### src/rtl/mbx_defines.vh
`ifndef MBX_DEFINES_VH
`define MBX_DEFINES_VH

// Register port offsets
`define MBX_A_BRSP      8'h00
`define MBX_A_CBC       8'h01
`define MBX_A_REG2      8'h02
`define MBX_A_REG3      8'h03
`define MBX_A_IBANK     8'h04
`define MBX_A_MAP       8'h05
`define MBX_A_SP        8'h06

// Reset values
`define MBX_BRSP_RST    8'h7F
`define MBX_SP_RST      8'h07
`define MBX_CBC_RST     8'h00
`define MBX_REG_RST     8'h00
`define MBX_BANK_RST    4'h0

// Pointer mask keeps bit 7 at zero
`define MBX_BRSP_MASK   8'h7F
`define MBX_ONE8        8'h01

// Field positions
`define MBX_CUR_HI      7
`define MBX_CUR_LO      4
`define MBX_NXT_HI      3
`define MBX_NXT_LO      0
`define MBX_CBS_BIT     7
`define MBX_XSEL_BIT    3
`define MBX_MAP_BIT     0

// Code space ranges, full 20-bit addresses
`define MBX_INT_TOP     20'h0_7FFF
`define MBX_BOOT_TOP    20'h0_0FFF
`define MBX_XRAM_LO     20'h0_F000
`define MBX_XRAM_HI     20'h0_F7FF
`define MBX_DFL_LO      20'h0_A000
`define MBX_DFL_HI      20'h0_AFFF
`define MBX_EXT_BUS     1'b1

// Internal data space
`define MBX_BIT_BASE    8'h20
`define MBX_HI_BIT      7
`define MBX_ZERO3       3'h0

`endif

### src/rtl/mbx_unit.v
`timescale 1ns/10ps
`include "mbx_defines.vh"
// Functional notes
// - Reset loads bank-return stack pointer with 7F.
// - Pointer increments before a call push, decrements after a return pop.
// - Stack holds 128 bytes; pointer bit 7 always reads zero.
// - Pointer wrap or overflow raises no flag at all.
// - Fetches outside interrupt routines take their upper address bits from the current bank.
// - Long jump copies next bank into current bank for the next fetch.
// - Long jump leaves the next-bank field unchanged.
// - Interrupt routines fetch from the interrupt bank, whatever current is.
// - Constant reads use current or constant bank, per select bit.
// - External data moves use current or data bank, per select bit.
// - Relative and short absolute jumps never touch the current bank.
// - Call: increment, push control register at pointer, then copy bank.
// - Return: read at pointer, load control register, then decrement.
// - Bank stack updates in the same instruction as the normal stack.
// - Pin high: internal fetch, external only beyond internal range.
// - Pin low: external fetch, except boot, XRAM and data ranges.
// - Boot code sits at address 0000 until software switches the map.
// - Post-increment pointer store writes program memory.
// - Bytes 20 to 2F are bit addressable, bit 00 at byte 20 bit 0.
// - Upper 128 addresses: indirect picks RAM, direct picks registers.
// - Reset sets the ordinary stack pointer to 07.
// - External moves use 8 or 16 bit address plus 4-bit bank.
module mbx_unit
(
  input  wire        clk,
  input  wire        srst,
  input  wire [7:0]  reg_addr,
  input  wire [7:0]  reg_wdata,
  input  wire        reg_wr,
  input  wire        reg_rd,
  output reg  [7:0]  reg_rdata_r,
  input  wire        ljmp_exec,
  input  wire        lcall_exec,
  input  wire        acall_exec,
  input  wire        int_entry,
  input  wire        ret_exec,
  input  wire        in_isr,
  input  wire        fetch_req,
  input  wire [15:0] fetch_pc,
  input  wire        external_fetch_pin_n,
  input  wire        movc_req,
  input  wire        movc_wr,
  input  wire [15:0] movc_addr,
  input  wire [7:0]  movc_wdata,
  input  wire        movx_req,
  input  wire        movx_narrow,
  input  wire [7:0]  movx_page,
  input  wire [15:0] movx_addr,
  input  wire        dm_req,
  input  wire [7:0]  dm_addr,
  input  wire        dm_indirect,
  input  wire        dm_bit,
  output reg         fetch_vld_r,
  output reg  [19:0] fetch_addr_r,
  output reg         fetch_ext_r,
  output reg         fetch_boot_r,
  output reg         code_rd_r,
  output reg         code_wr_r,
  output reg  [19:0] code_addr_r,
  output reg  [7:0]  code_wdata_r,
  output reg         xd_vld_r,
  output reg  [19:0] xd_addr_r,
  output reg         stk_we_r,
  output reg         stk_re_r,
  output reg  [6:0]  stk_addr_r,
  output reg  [7:0]  stk_data_r,
  output reg  [7:0]  current_bank_r,
  output reg  [7:0]  sp_r,
  output reg         dm_vld_r,
  output reg         dm_ram_sel_r,
  output reg         dm_sfr_sel_r,
  output reg  [7:0]  dm_byte_r,
  output reg  [2:0]  dm_pos_r
);

  // Architectural registers
  reg  [7:0] brsp_r;
  reg  [7:0] code_bank_control_r;
  reg  [7:0] reg_two_r;
  reg  [7:0] reg_three_r;
  reg  [3:0] interrupt_bank_r;
  reg        map_std_r;
  reg  [7:0] ret_stack [0:127];

  // Pin synchroniser for the external fetch pin
  reg        xfp_s1_r;
  reg        xfp_s2_r;

  wire [3:0] current_bank;
  wire [3:0] next_bank;
  wire [3:0] constant_bank;
  wire [3:0] external_data_bank;
  wire       constant_bank_select;
  wire       external_data_bank_select;
  wire       push;
  wire [7:0] brsp_inc;
  wire [7:0] brsp_dec;
  wire [7:0] pop_data;

  // Field views of the bank registers
  assign current_bank  = code_bank_control_r[`MBX_CUR_HI:`MBX_CUR_LO];
  assign next_bank     = code_bank_control_r[`MBX_NXT_HI:`MBX_NXT_LO];
  assign constant_bank = reg_two_r[`MBX_NXT_HI:`MBX_NXT_LO];
  assign external_data_bank = reg_three_r[`MBX_CUR_HI:`MBX_CUR_LO];
  assign constant_bank_select = reg_two_r[`MBX_CBS_BIT];
  assign external_data_bank_select = reg_three_r[`MBX_XSEL_BIT];

  // Any kind of call pushes the same way
  assign push = lcall_exec | acall_exec | int_entry;
  // Masking keeps wrap silent and bit 7 clear
  assign brsp_inc = (brsp_r + `MBX_ONE8) & `MBX_BRSP_MASK;
  assign brsp_dec = (brsp_r - `MBX_ONE8) & `MBX_BRSP_MASK;
  assign pop_data = ret_stack[brsp_r[6:0]];

  // Two flops before the pin is used
  always @(posedge clk)
  begin
    if (srst)
    begin
      xfp_s1_r <= 1'b1;
      xfp_s2_r <= 1'b1;
    end
    else
    begin
      xfp_s1_r <= external_fetch_pin_n;
      xfp_s2_r <= xfp_s1_r;
    end
  end

  // Bank-return stack storage, no reset needed
  always @(posedge clk)
  begin
    if (!srst && push)
      ret_stack[brsp_inc[6:0]] <= code_bank_control_r;
  end

  // Register file; instruction effects override software writes
  always @(posedge clk)
  begin
    if (srst)
    begin
      brsp_r              <= `MBX_BRSP_RST;
      code_bank_control_r <= `MBX_CBC_RST;
      reg_two_r           <= `MBX_REG_RST;
      reg_three_r         <= `MBX_REG_RST;
      interrupt_bank_r    <= `MBX_BANK_RST;
      map_std_r           <= 1'b0;
      sp_r                <= `MBX_SP_RST;
    end
    else
    begin
      if (reg_wr)
      begin
        case (reg_addr)
          `MBX_A_BRSP:
            brsp_r <= reg_wdata & `MBX_BRSP_MASK;
          `MBX_A_CBC:
            code_bank_control_r <= reg_wdata;
          `MBX_A_REG2:
            reg_two_r <= reg_wdata;
          `MBX_A_REG3:
            reg_three_r <= {reg_wdata[7:3], `MBX_ZERO3};
          `MBX_A_IBANK:
            interrupt_bank_r <= reg_wdata[3:0];
          `MBX_A_MAP:
            map_std_r <= reg_wdata[`MBX_MAP_BIT];
          `MBX_A_SP:
            sp_r <= reg_wdata;
          default:
            sp_r <= sp_r;
        endcase
      end
      // Push and bank switch happen with the core's own stack push
      if (push)
      begin
        brsp_r <= brsp_inc;
        if (int_entry)
          code_bank_control_r[`MBX_CUR_HI:`MBX_CUR_LO] <=
            interrupt_bank_r;
        else
          code_bank_control_r[`MBX_CUR_HI:`MBX_CUR_LO] <=
            next_bank;
      end
      else if (ret_exec)
      begin
        code_bank_control_r <= pop_data;
        brsp_r              <= brsp_dec;
      end
      else if (ljmp_exec)
      begin
        // Only the high nibble moves; short jumps have no path here
        code_bank_control_r[`MBX_CUR_HI:`MBX_CUR_LO] <=
          next_bank;
      end
    end
  end

  // Stack traffic made visible, one cycle behind
  always @(posedge clk)
  begin
    if (srst)
    begin
      stk_we_r   <= 1'b0;
      stk_re_r   <= 1'b0;
      stk_addr_r <= 7'h00;
      stk_data_r <= 8'h00;
    end
    else
    begin
      stk_we_r <= push;
      stk_re_r <= ret_exec & ~push;
      if (push)
      begin
        stk_addr_r <= brsp_inc[6:0];
        stk_data_r <= code_bank_control_r;
      end
      else if (ret_exec)
      begin
        stk_addr_r <= brsp_r[6:0];
        stk_data_r <= pop_data;
      end
    end
  end

  // Fetch address and internal or external decode
  reg  [3:0]  fetch_bank;
  reg  [19:0] fetch_full;
  reg         boot_hit;
  reg         always_int;
  reg         fetch_ext;
  always @*
  begin
    fetch_bank = in_isr ? interrupt_bank_r : current_bank;
    fetch_full = {fetch_bank, fetch_pc};
    boot_hit   = ~map_std_r && (fetch_full <= `MBX_BOOT_TOP);
    always_int = boot_hit ||
                 ((fetch_full >= `MBX_XRAM_LO) &&
                  (fetch_full <= `MBX_XRAM_HI)) ||
                 ((fetch_full >= `MBX_DFL_LO) &&
                  (fetch_full <= `MBX_DFL_HI));
    if (xfp_s2_r)
      fetch_ext = ~always_int && (fetch_full > `MBX_INT_TOP) &&
                  `MBX_EXT_BUS;
    else
      fetch_ext = ~always_int;
  end

  // Fetch outputs
  always @(posedge clk)
  begin
    if (srst)
    begin
      fetch_vld_r  <= 1'b0;
      fetch_addr_r <= 20'h0_0000;
      fetch_ext_r  <= 1'b0;
      fetch_boot_r <= 1'b0;
    end
    else
    begin
      fetch_vld_r <= fetch_req;
      if (fetch_req)
      begin
        fetch_addr_r <= fetch_full;
        fetch_ext_r  <= fetch_ext;
        fetch_boot_r <= boot_hit;
      end
    end
  end

  // Constant reads and program memory writes
  wire [3:0] code_bank;
  assign code_bank = constant_bank_select ? constant_bank
                                          : current_bank;
  always @(posedge clk)
  begin
    if (srst)
    begin
      code_rd_r    <= 1'b0;
      code_wr_r    <= 1'b0;
      code_addr_r  <= 20'h0_0000;
      code_wdata_r <= 8'h00;
    end
    else
    begin
      code_rd_r <= movc_req & ~movc_wr;
      code_wr_r <= movc_req & movc_wr;
      if (movc_req)
      begin
        code_addr_r  <= {code_bank, movc_addr};
        code_wdata_r <= movc_wdata;
      end
    end
  end

  // External data address; narrow form takes its page from outside
  wire [3:0]  xd_bank;
  wire [15:0] xd_off;
  assign xd_bank = external_data_bank_select ? external_data_bank
                                             : current_bank;
  assign xd_off  = movx_narrow ? {movx_page, movx_addr[7:0]}
                               : movx_addr;
  always @(posedge clk)
  begin
    if (srst)
    begin
      xd_vld_r  <= 1'b0;
      xd_addr_r <= 20'h0_0000;
    end
    else
    begin
      xd_vld_r <= movx_req;
      if (movx_req)
        xd_addr_r <= {xd_bank, xd_off};
    end
  end

  // Internal data space decode
  reg       dm_ram;
  reg [7:0] dm_byte;
  reg [2:0] dm_pos;
  always @*
  begin
    dm_ram  = 1'b1;
    dm_byte = dm_addr;
    dm_pos  = dm_addr[2:0];
    if (dm_bit)
    begin
      if (!dm_addr[`MBX_HI_BIT])
        dm_byte = `MBX_BIT_BASE + {4'h0, dm_addr[6:3]};
      else
      begin
        dm_byte = {dm_addr[7:3], `MBX_ZERO3};
        dm_ram  = 1'b0;
      end
    end
    else if (dm_addr[`MBX_HI_BIT])
      dm_ram = dm_indirect;
  end

  always @(posedge clk)
  begin
    if (srst)
    begin
      dm_vld_r     <= 1'b0;
      dm_ram_sel_r <= 1'b0;
      dm_sfr_sel_r <= 1'b0;
      dm_byte_r    <= 8'h00;
      dm_pos_r     <= 3'h0;
    end
    else
    begin
      dm_vld_r     <= dm_req;
      dm_ram_sel_r <= dm_req & dm_ram;
      dm_sfr_sel_r <= dm_req & ~dm_ram;
      if (dm_req)
      begin
        dm_byte_r <= dm_byte;
        dm_pos_r  <= dm_pos;
      end
    end
  end

  // Read data one cycle after the strobe, zero elsewhere
  always @(posedge clk)
  begin
    if (srst)
    begin
      reg_rdata_r    <= 8'h00;
      current_bank_r <= `MBX_CBC_RST;
    end
    else
    begin
      current_bank_r <= code_bank_control_r;
      reg_rdata_r    <= 8'h00;
      if (reg_rd)
      begin
        case (reg_addr)
          `MBX_A_BRSP:
            reg_rdata_r <= brsp_r & `MBX_BRSP_MASK;
          `MBX_A_CBC:
            reg_rdata_r <= code_bank_control_r;
          `MBX_A_REG2:
            reg_rdata_r <= reg_two_r;
          `MBX_A_REG3:
            reg_rdata_r <= reg_three_r;
          `MBX_A_IBANK:
            reg_rdata_r <= {4'h0, interrupt_bank_r};
          `MBX_A_MAP:
            reg_rdata_r <= {7'h00, map_std_r};
          `MBX_A_SP:
            reg_rdata_r <= sp_r;
          default:
            reg_rdata_r <= 8'h00;
        endcase
      end
    end
  end

endmodule

### config.mk
export PLATFORM = sky130hd
export DESIGN_NAME = mbx_unit
export DESIGN_NICKNAME = d
export VERILOG_FILES = /design/src/rtl/mbx_unit.v
export VERILOG_INCLUDE_DIRS = /design/src /design/src/rtl
export SDC_FILE = /design/constraint.sdc
export NUM_CORES = 1
export LEC_CHECK = 0
export ABC_AREA = 1
export BUFFER_PORTS_ARGS = -buffer_cell sky130_fd_sc_hd__buf_2
export CAP_MARGIN = 20
export CORE_MARGIN = 1
export CORE_UTILIZATION = 60
export DETAILED_ROUTE_END_ITERATION = 6
export PLACE_DENSITY = 0.78
export SETUP_SLACK_MARGIN = 0.02
export SYNTH_ARGS = -nofsm -noshare
export SYNTH_HDL_FRONTEND = slang
export SYNTH_SLANG_ARGS = --single-unit
export TNS_END_PERCENT = 20
### constraint.sdc
create_clock -name clk -period 9 [get_ports clk]
set_input_delay 0.45 -clock clk [delete_from_list [all_inputs] [get_ports clk]]
set_output_delay 0.45 -clock clk [all_outputs]
set_load 0.05 [all_outputs]
# --- Word level (Yosys, flattened, before mapping) ---
# Memories as Yosys holds them, arrays and structs flattened. A register that Yosys moved wholly into a read port is not among the register bits.
# Index checks and enable logic that the tools add are counted.
classes:
  n_shift: 0
  eq_ne: 6
  div: 0
  bitwise: 13
  add_sub_neg: 3
  magnitude_cmp: 6
  muxes: 31
  n_mul: 0
  reduce_logical: 22
op_table:
  columns: ["cell", "count"]
  rows:
  - ["7-bit two-way mux", 8]
  - ["8-bit one-hot mux with 7 select lines", 1]
  - ["8-bit two-way mux", 6]
  - ["20-bit by 16-bit greater-or-equal comparator with 1-bit output, second input constant", 2]
  - ["20-bit by 16-bit <= comparator with 1-bit output, second input constant", 2]
  - ["4-bit two-way mux", 9]
  - ["8-bit by 3-bit equality test with 1-bit output, second input constant", 3]
  - ["20-bit by 15-bit greater-than comparator with 1-bit output, second input constant", 1]
  - ["20-bit by 12-bit <= comparator with 1-bit output, second input constant", 1]
  - ["8-bit by 2-bit equality test with 1-bit output, second input constant", 2]
  - ["16-bit two-way mux", 1]
  - ["2-bit AND reduction", 7]
  - ["8-bit by 1-bit equality test with 1-bit output, second input constant", 1]
  - ["8-bit zero test", 1]
  - ["4-bit nonzero test", 2]
  - ["6-bit by 4-bit adder with 7-bit output, first input constant", 1]
  - ["7-bit by 1-bit adder with 7-bit output, second input constant", 1]
  - ["7-bit by 1-bit subtractor with 7-bit output, second input constant", 1]
  - ["1-bit two-way mux", 6]
  - ["1-bit inverter", 6]
  - ["3-bit nonzero test", 2]
  - ["1-bit bitwise AND", 5]
  - ["1-bit logical AND", 5]
  - ["1-bit logical OR", 2]
  - ["other kinds (4)", 5]
word_totals:
  elab_cells: 113
  ff_bits: 164
  out_inout_bits: 129
  romBits: 0
  mem_count: 1
  input_bits: 107
  latchBits: 0
  mem_bits_rw: 1024
memory_table:
  columns: ["memory", "words", "width", "rd", "rd_clocked_by_memory_dff", "wr", "line_no", "source"]
  rows:
  - ["ret_stack", 128, 8, 1, 1, 1, "mbx_unit.v:86", "reg [7:0] ret_stack [0:127];"]

# --- Longest topological paths before layout ---
depth:
  word_depth: 8
  depth_mapped: 14
  depth_no_buf: 11

# --- Worst setup path before layout ---
# OpenSTA, ideal clock, no wires.
synth_timing:
  kind: "register -> register"
  from: "reg code_bank_control_r[6]"
  to: "reg fetch_ext_r"
  path_stages_with_launch: 9
  period_less_slack_ns: 2.848
  n_path_buf: 0
  setup_ns: 0.070
  setup_slack_ns: 6.152
  required_time_ns: 8.930
  arrival_ns: 2.778
  path_cell_list: "dfxtp_1 inv_1 o21ai_0 nor4_1 nand3_1 nand2_1 inv_1 o21ai_0 a21oi_1"
synth_between:
  elab_chain_cells: 8
  word_cells_on_any_way: 15
  cone_classes: "order compare: 6; mux: 2; bitwise: 1; reduce/logical: 6"
synth_rtl:
  columns: ["item", "line_no", "source"]
  rows:
  - ["start: declaration", "mbx_unit.v:81", "reg [7:0] code_bank_control_r;"]
  - ["start signal: assignment", "mbx_unit.v:146", "code_bank_control_r <= `MBX_CBC_RST;"]
  - ["start signal: assignment", "mbx_unit.v:161", "code_bank_control_r <= reg_wdata;"]
  - ["start signal: indexed assignment", "mbx_unit.v:181", "code_bank_control_r[`MBX_CUR_HI:`MBX_CUR_LO] <="]
  - ["4-bit two-way mux *", "mbx_unit.v:236", "fetch_bank = in_isr ? interrupt_bank_r : current_bank;"]
  - ["20-bit by 12-bit <= comparator with 1-bit output (no source line) (tied with other cells)", null, null]
  - ["1-bit logical AND, on equally long branches", "mbx_unit.v:238, mbx_unit.v:240", null]
  - ["1-bit logical OR (2 in series)", "mbx_unit.v:239", "always_int = boot_hit ||"]
  - ["1-bit inverter", "mbx_unit.v:245, mbx_unit.v:248", null]
  - ["1-bit logical AND", "mbx_unit.v:245", "fetch_ext = ~always_int && (fetch_full > `MBX_INT_TOP) &&"]
  - ["1-bit two-way mux *", "mbx_unit.v:244", "if (xfp_s2_r)"]
  - ["end signal: assignment", "mbx_unit.v:267", "fetch_ext_r <= fetch_ext;"]
  - ["end: declaration", "mbx_unit.v:58", "output reg fetch_ext_r,"]
# Mark *: on every way between the ends. The rest lies on a longest branch, timed or not.
# A chain may end at the register's enable or synchronous reset.

==> run_results.csv <==
group,metric,value,unit
place,numPortBuffers,235,
cts,cts_root_buffer,"clkbuf_16",
cts,cts_max_path_buffers,3,
cts,post_cts_buffers,0,
worst_setup_path,end_kind,"register",
timing,worst_slew_pin_slew,1.20,ns
synth,synth-compound-area-share,0.0297,
timing,grt_setup_unrepaired,"false",
pwr,switching_power,3480,uW
timing,maxSlewViolCount,0,
synth,yosys-mux-area-fraction,0,
floorplanning,dieWidth,286,um
synth,seq_area_frac_synth,0.705,
timing,fin_tns_setup,0,ns
floorplanning,start_util,0.609,
cells_and_area,area_growth,11.7,%
global_route,grt_usage,0.314,
routing,drc,0,
routing,ant_nets,0,
cells_and_area,fill_cells,5417,
cts,numCtsBuffers,112,
floorplanning,num_rows,103,
synth,synth_seq_cells,1195,
place,dp_hpwl,70.9,mm
routing,wl_per_cell,22.9,um
synth,synthAdderAreaFrac,0.000516,
status,outcome,"finished, final reports clean",
synth,synthXorXnorAreaFrac,0.000904,
timing,skew,0.0280,ns
routing,vias_per_cell,6.17,
pwr,intPower,9330,uW
worst_setup_path,worstPathRequired,9.61,ns
flow_run,maxCapViolations,0,
synth,synth_simple_gate_area_frac,0.228,
timing,hold_viol_final,0,
timing,fin_crit,4.12,ns
synth,syn_nets,4518,
timing,relSlewSlack,0.199,
pwr,seqPwrFrac,0.487,
floorplanning,io_pins,236,
cells_and_area,layout.nets,4666,
floorplanning,dieArea,81900,um^2
place,place_congestion,0.895,
routing,wirelength,131,mm
pwr,swShare,0.272,
global_route,globalRouteOverflowTotal,0,
pwr,clock_power_share,0.381,
cts,clk_pin_slew,0.06,ns
synth,netlist_instances,4409,
pwr,p_leak,0.0201,uW
routing,first_pass_iters,6,
synth,syn_area,48500,um^2
worst_setup_path,startpoint_type,"register",
floorplanning,die_h,286,um
min_path,hold_path_class,"in -> reg",
pwr,combPwrFrac,0.132,
global_route,grt_pass1_vias,33475,
cts,cts_tree,"done",
synth,yosysWarnings,0,
cells_and_area,drive_gt1_frac,0.105,
synth,synth_top_family_by_area,"simple AND/OR/NAND/NOR gates",
synth,avgSynthCellArea,11.0,um^2
global_route,grt_max_degree,278,
global_route,antenna_found_initial,1,
cts,cts_sinks,1195,
global_route,grt_pass1_wl,196,mm
cells_and_area,fin_cells,5704,
cts,worstSkewPairLatency,0.70,ns
worst_setup_path,cp_max_fo,277,
pwr,p_per_area,237,nW/um^2
worst_setup_path,arrival,4.73,ns
worst_setup_path,crit_type,"reg -> reg",
cts,cts_max_level,3,
timing,setup_viol,0,
floorplanning,core_area,79500,um^2
synth,synth_cell_types,41,
pwr,max-vdd-ir-drop,0.000167,V
timing,max_freq,243,MHz
routing,first_iter_violations,5105,
place,placed_cells,5444,
timing,period_share,0.457,
pwr,finalPower,12800,uW
routing,vias,35203,
==> kinds of logic (layout without fill, tap and decap cells) <==
kind of cell	after synthesis	count (layout)
AND/OR/NAND/NOR	2578	2578
adder cells (fa/ha/maj)	2	2
buffers and inverters	364	608
other	0	1
flip-flops	1195	1195
XOR/XNOR	5	5
AO/OA/AOI/OAI	265	265
==> repair_timing <==
item / 4_1_cts / 5_1_grt
hold buffers: 48 / 0
resized for setup: 0 / 0
endpoints found under the hold margin: 49 / 0
==> worst paths after layout <==
path,from,to,slack [ns],cells after the start
hold reg to reg,xfp_s1_r$_SDFF_PP1_,xfp_s2_r$_SDFF_PP1_,0.41,1
setup / recovery,register,code_bank_control_r[7]$_SDFFE_PP0P_,4.88,12
setup reg to reg,register,code_bank_control_r[7]$_SDFFE_PP0P_,4.88,12
hold / removal,movx_addr[3],xd_addr_r[3]$_SDFFE_PP0P_,0.02,3
==> Yosys cell counts <==
master / number / area, um^2
xnor2_1: 2 / 17.5
o311ai_0: 2 / 17.5
clkinv_1: 3 / 11.3
dfxtp_1: 171 / 3420
nor3_1: 2 / 10.0
a32oi_1: 2 / 17.5
edfxtp_1: 1024 / 30700
buf_4: 33 / 248
nand4_1: 3 / 18.8
nor2_1: 288 / 1080
nand2_1: 1280 / 4800
o221ai_1: 1 / 8.76
a32o_1: 2 / 20.0
xor2_1: 3 / 26.3
a22o_1: 1 / 8.76
inv_2: 6 / 22.5
a22oi_1: 1 / 7.51
o211ai_1: 9 / 67.6
nor2_2: 6 / 37.5
o2111ai_1: 1 / 8.76
nor2_4: 8 / 90.1
o21ai_0: 131 / 656
a21boi_0: 1 / 7.51
inv_1: 80 / 300
o22ai_1: 8 / 50.1
o31ai_1: 1 / 7.51
ha_1: 2 / 25.0
nand4_2: 1 / 12.5
nand3_1: 968 / 4840
buf_6: 9 / 101
buf_2: 146 / 731
or2_2: 3 / 18.8
a21oi_1: 87 / 435
nand2_2: 17 / 106
a41oi_1: 2 / 17.5
a221oi_1: 3 / 26.3
inv_6: 1 / 8.76
nor4_1: 2 / 12.5
buf_1: 11 / 41.3
a31oi_1: 13 / 81.3
clkbuf_1: 75 / 282
==> layout make-up <==
type | count | area, um^2 | share of cell area
Sequential cell | 1195 | 34200 | 0.632
Multi-Input combinational cell | 2850 | 12500 | 0.232
Clock buffer | 151 | 3130 | 0.0577
Timing Repair Buffer | 308 | 1900 | 0.0351
Tap cell | 1050 | 1310 | 0.0243
Clock inverter | 59 | 671 | 0.0124
Inverter | 90 | 368 | 0.00679
Antenna cell | 1 | 2.50 | 0.0000462
==> worst max-delay path, stage by stage (launching register included) <==
cell and delay, ns:
dfxtp_4 0.60, inv_16 0.73, buf_12 0.73, nand2_1 0.15, nand3_1 0.13, nand3_1 0.15, nand3_1 0.13, nand2_1 0.08
nand2_1 0.08, nand3_1 0.11, nand3_1 0.11, nand3_1 0.15, a21oi_1 0.20
==> power groups by stage <==
stage               Sequential (uW)  Clock [uW]  Combinational, uW
floorplan                      6410           0                981
global placement               6340           0               1590
detailed placement             6340           0               1610
CTS                            6230        4870               1640
global route                   6240        5090               1800
finish                         6230        4880               1690
==> state kept, by name (all words and copies together) (netlist names), 8 cells and up, named ones only <==
| signal | count |
|---|---|
| dm_byte_r | 8 |
| code_bank_control_r | 8 |
| current_bank_r | 8 |
| reg_two_r | 8 |
| ret_stack | 1024 |
| fetch_addr_r | 20 |
| code_addr_r | 20 |
| reg_rdata_r | 8 |
| code_wdata_r | 8 |
| stk_data_r | 8 |
| sp_r | 8 |
| xd_addr_r | 20 |
==> placed cells by master (no fill, tap or decap), types with 4 or more instances in the layout <==
cell,n
clkinv_1,18
clkinv_2,19
nor2_2,6
clkinvlp_4,4
o211ai_1,9
dfxtp_4,11
nand2_2,17
clkbuf_8,11
edfxtp_1,1024
o22ai_1,8
buf_2,235
a31oi_1,13
inv_2,6
dlygate4sd3_1,48
nand3_1,968
nand2_1,1280
a21oi_1,87
clkbuf_16,115
o21ai_0,131
nor2_4,8
bufinv_16,13
inv_1,78
nor2_1,288
dfxtp_1,159
buf_4,21
clkbuf_1,23
==> metal layers <==
metal,part of all wire,track usage,up-vias
met2,0.46,0.488,2455
met1,0.37,0.424,16697
met5,0,0,-
met3,0.12,0.0736,377
li1,-,-,15674
met4,0.046,0.143,0
==> metrics by stage <==
stage	area (um^2)	utilization	setup WS [ns]	hold slack, ns
3_3_place_gp	49800	0.627	5.05	0.392
4_1_cts	54100	0.681	4.93	0.000182
2_1_floorplan	48500	-	6.15	0.389
6_report	54100	0.681	4.88	0.0178
3_5_place_dp	49800	0.627	4.98	0.394
5_1_grt	54100	0.681	4.66	0.0210
No activity file was read; power rests on OpenSTA's default activity.
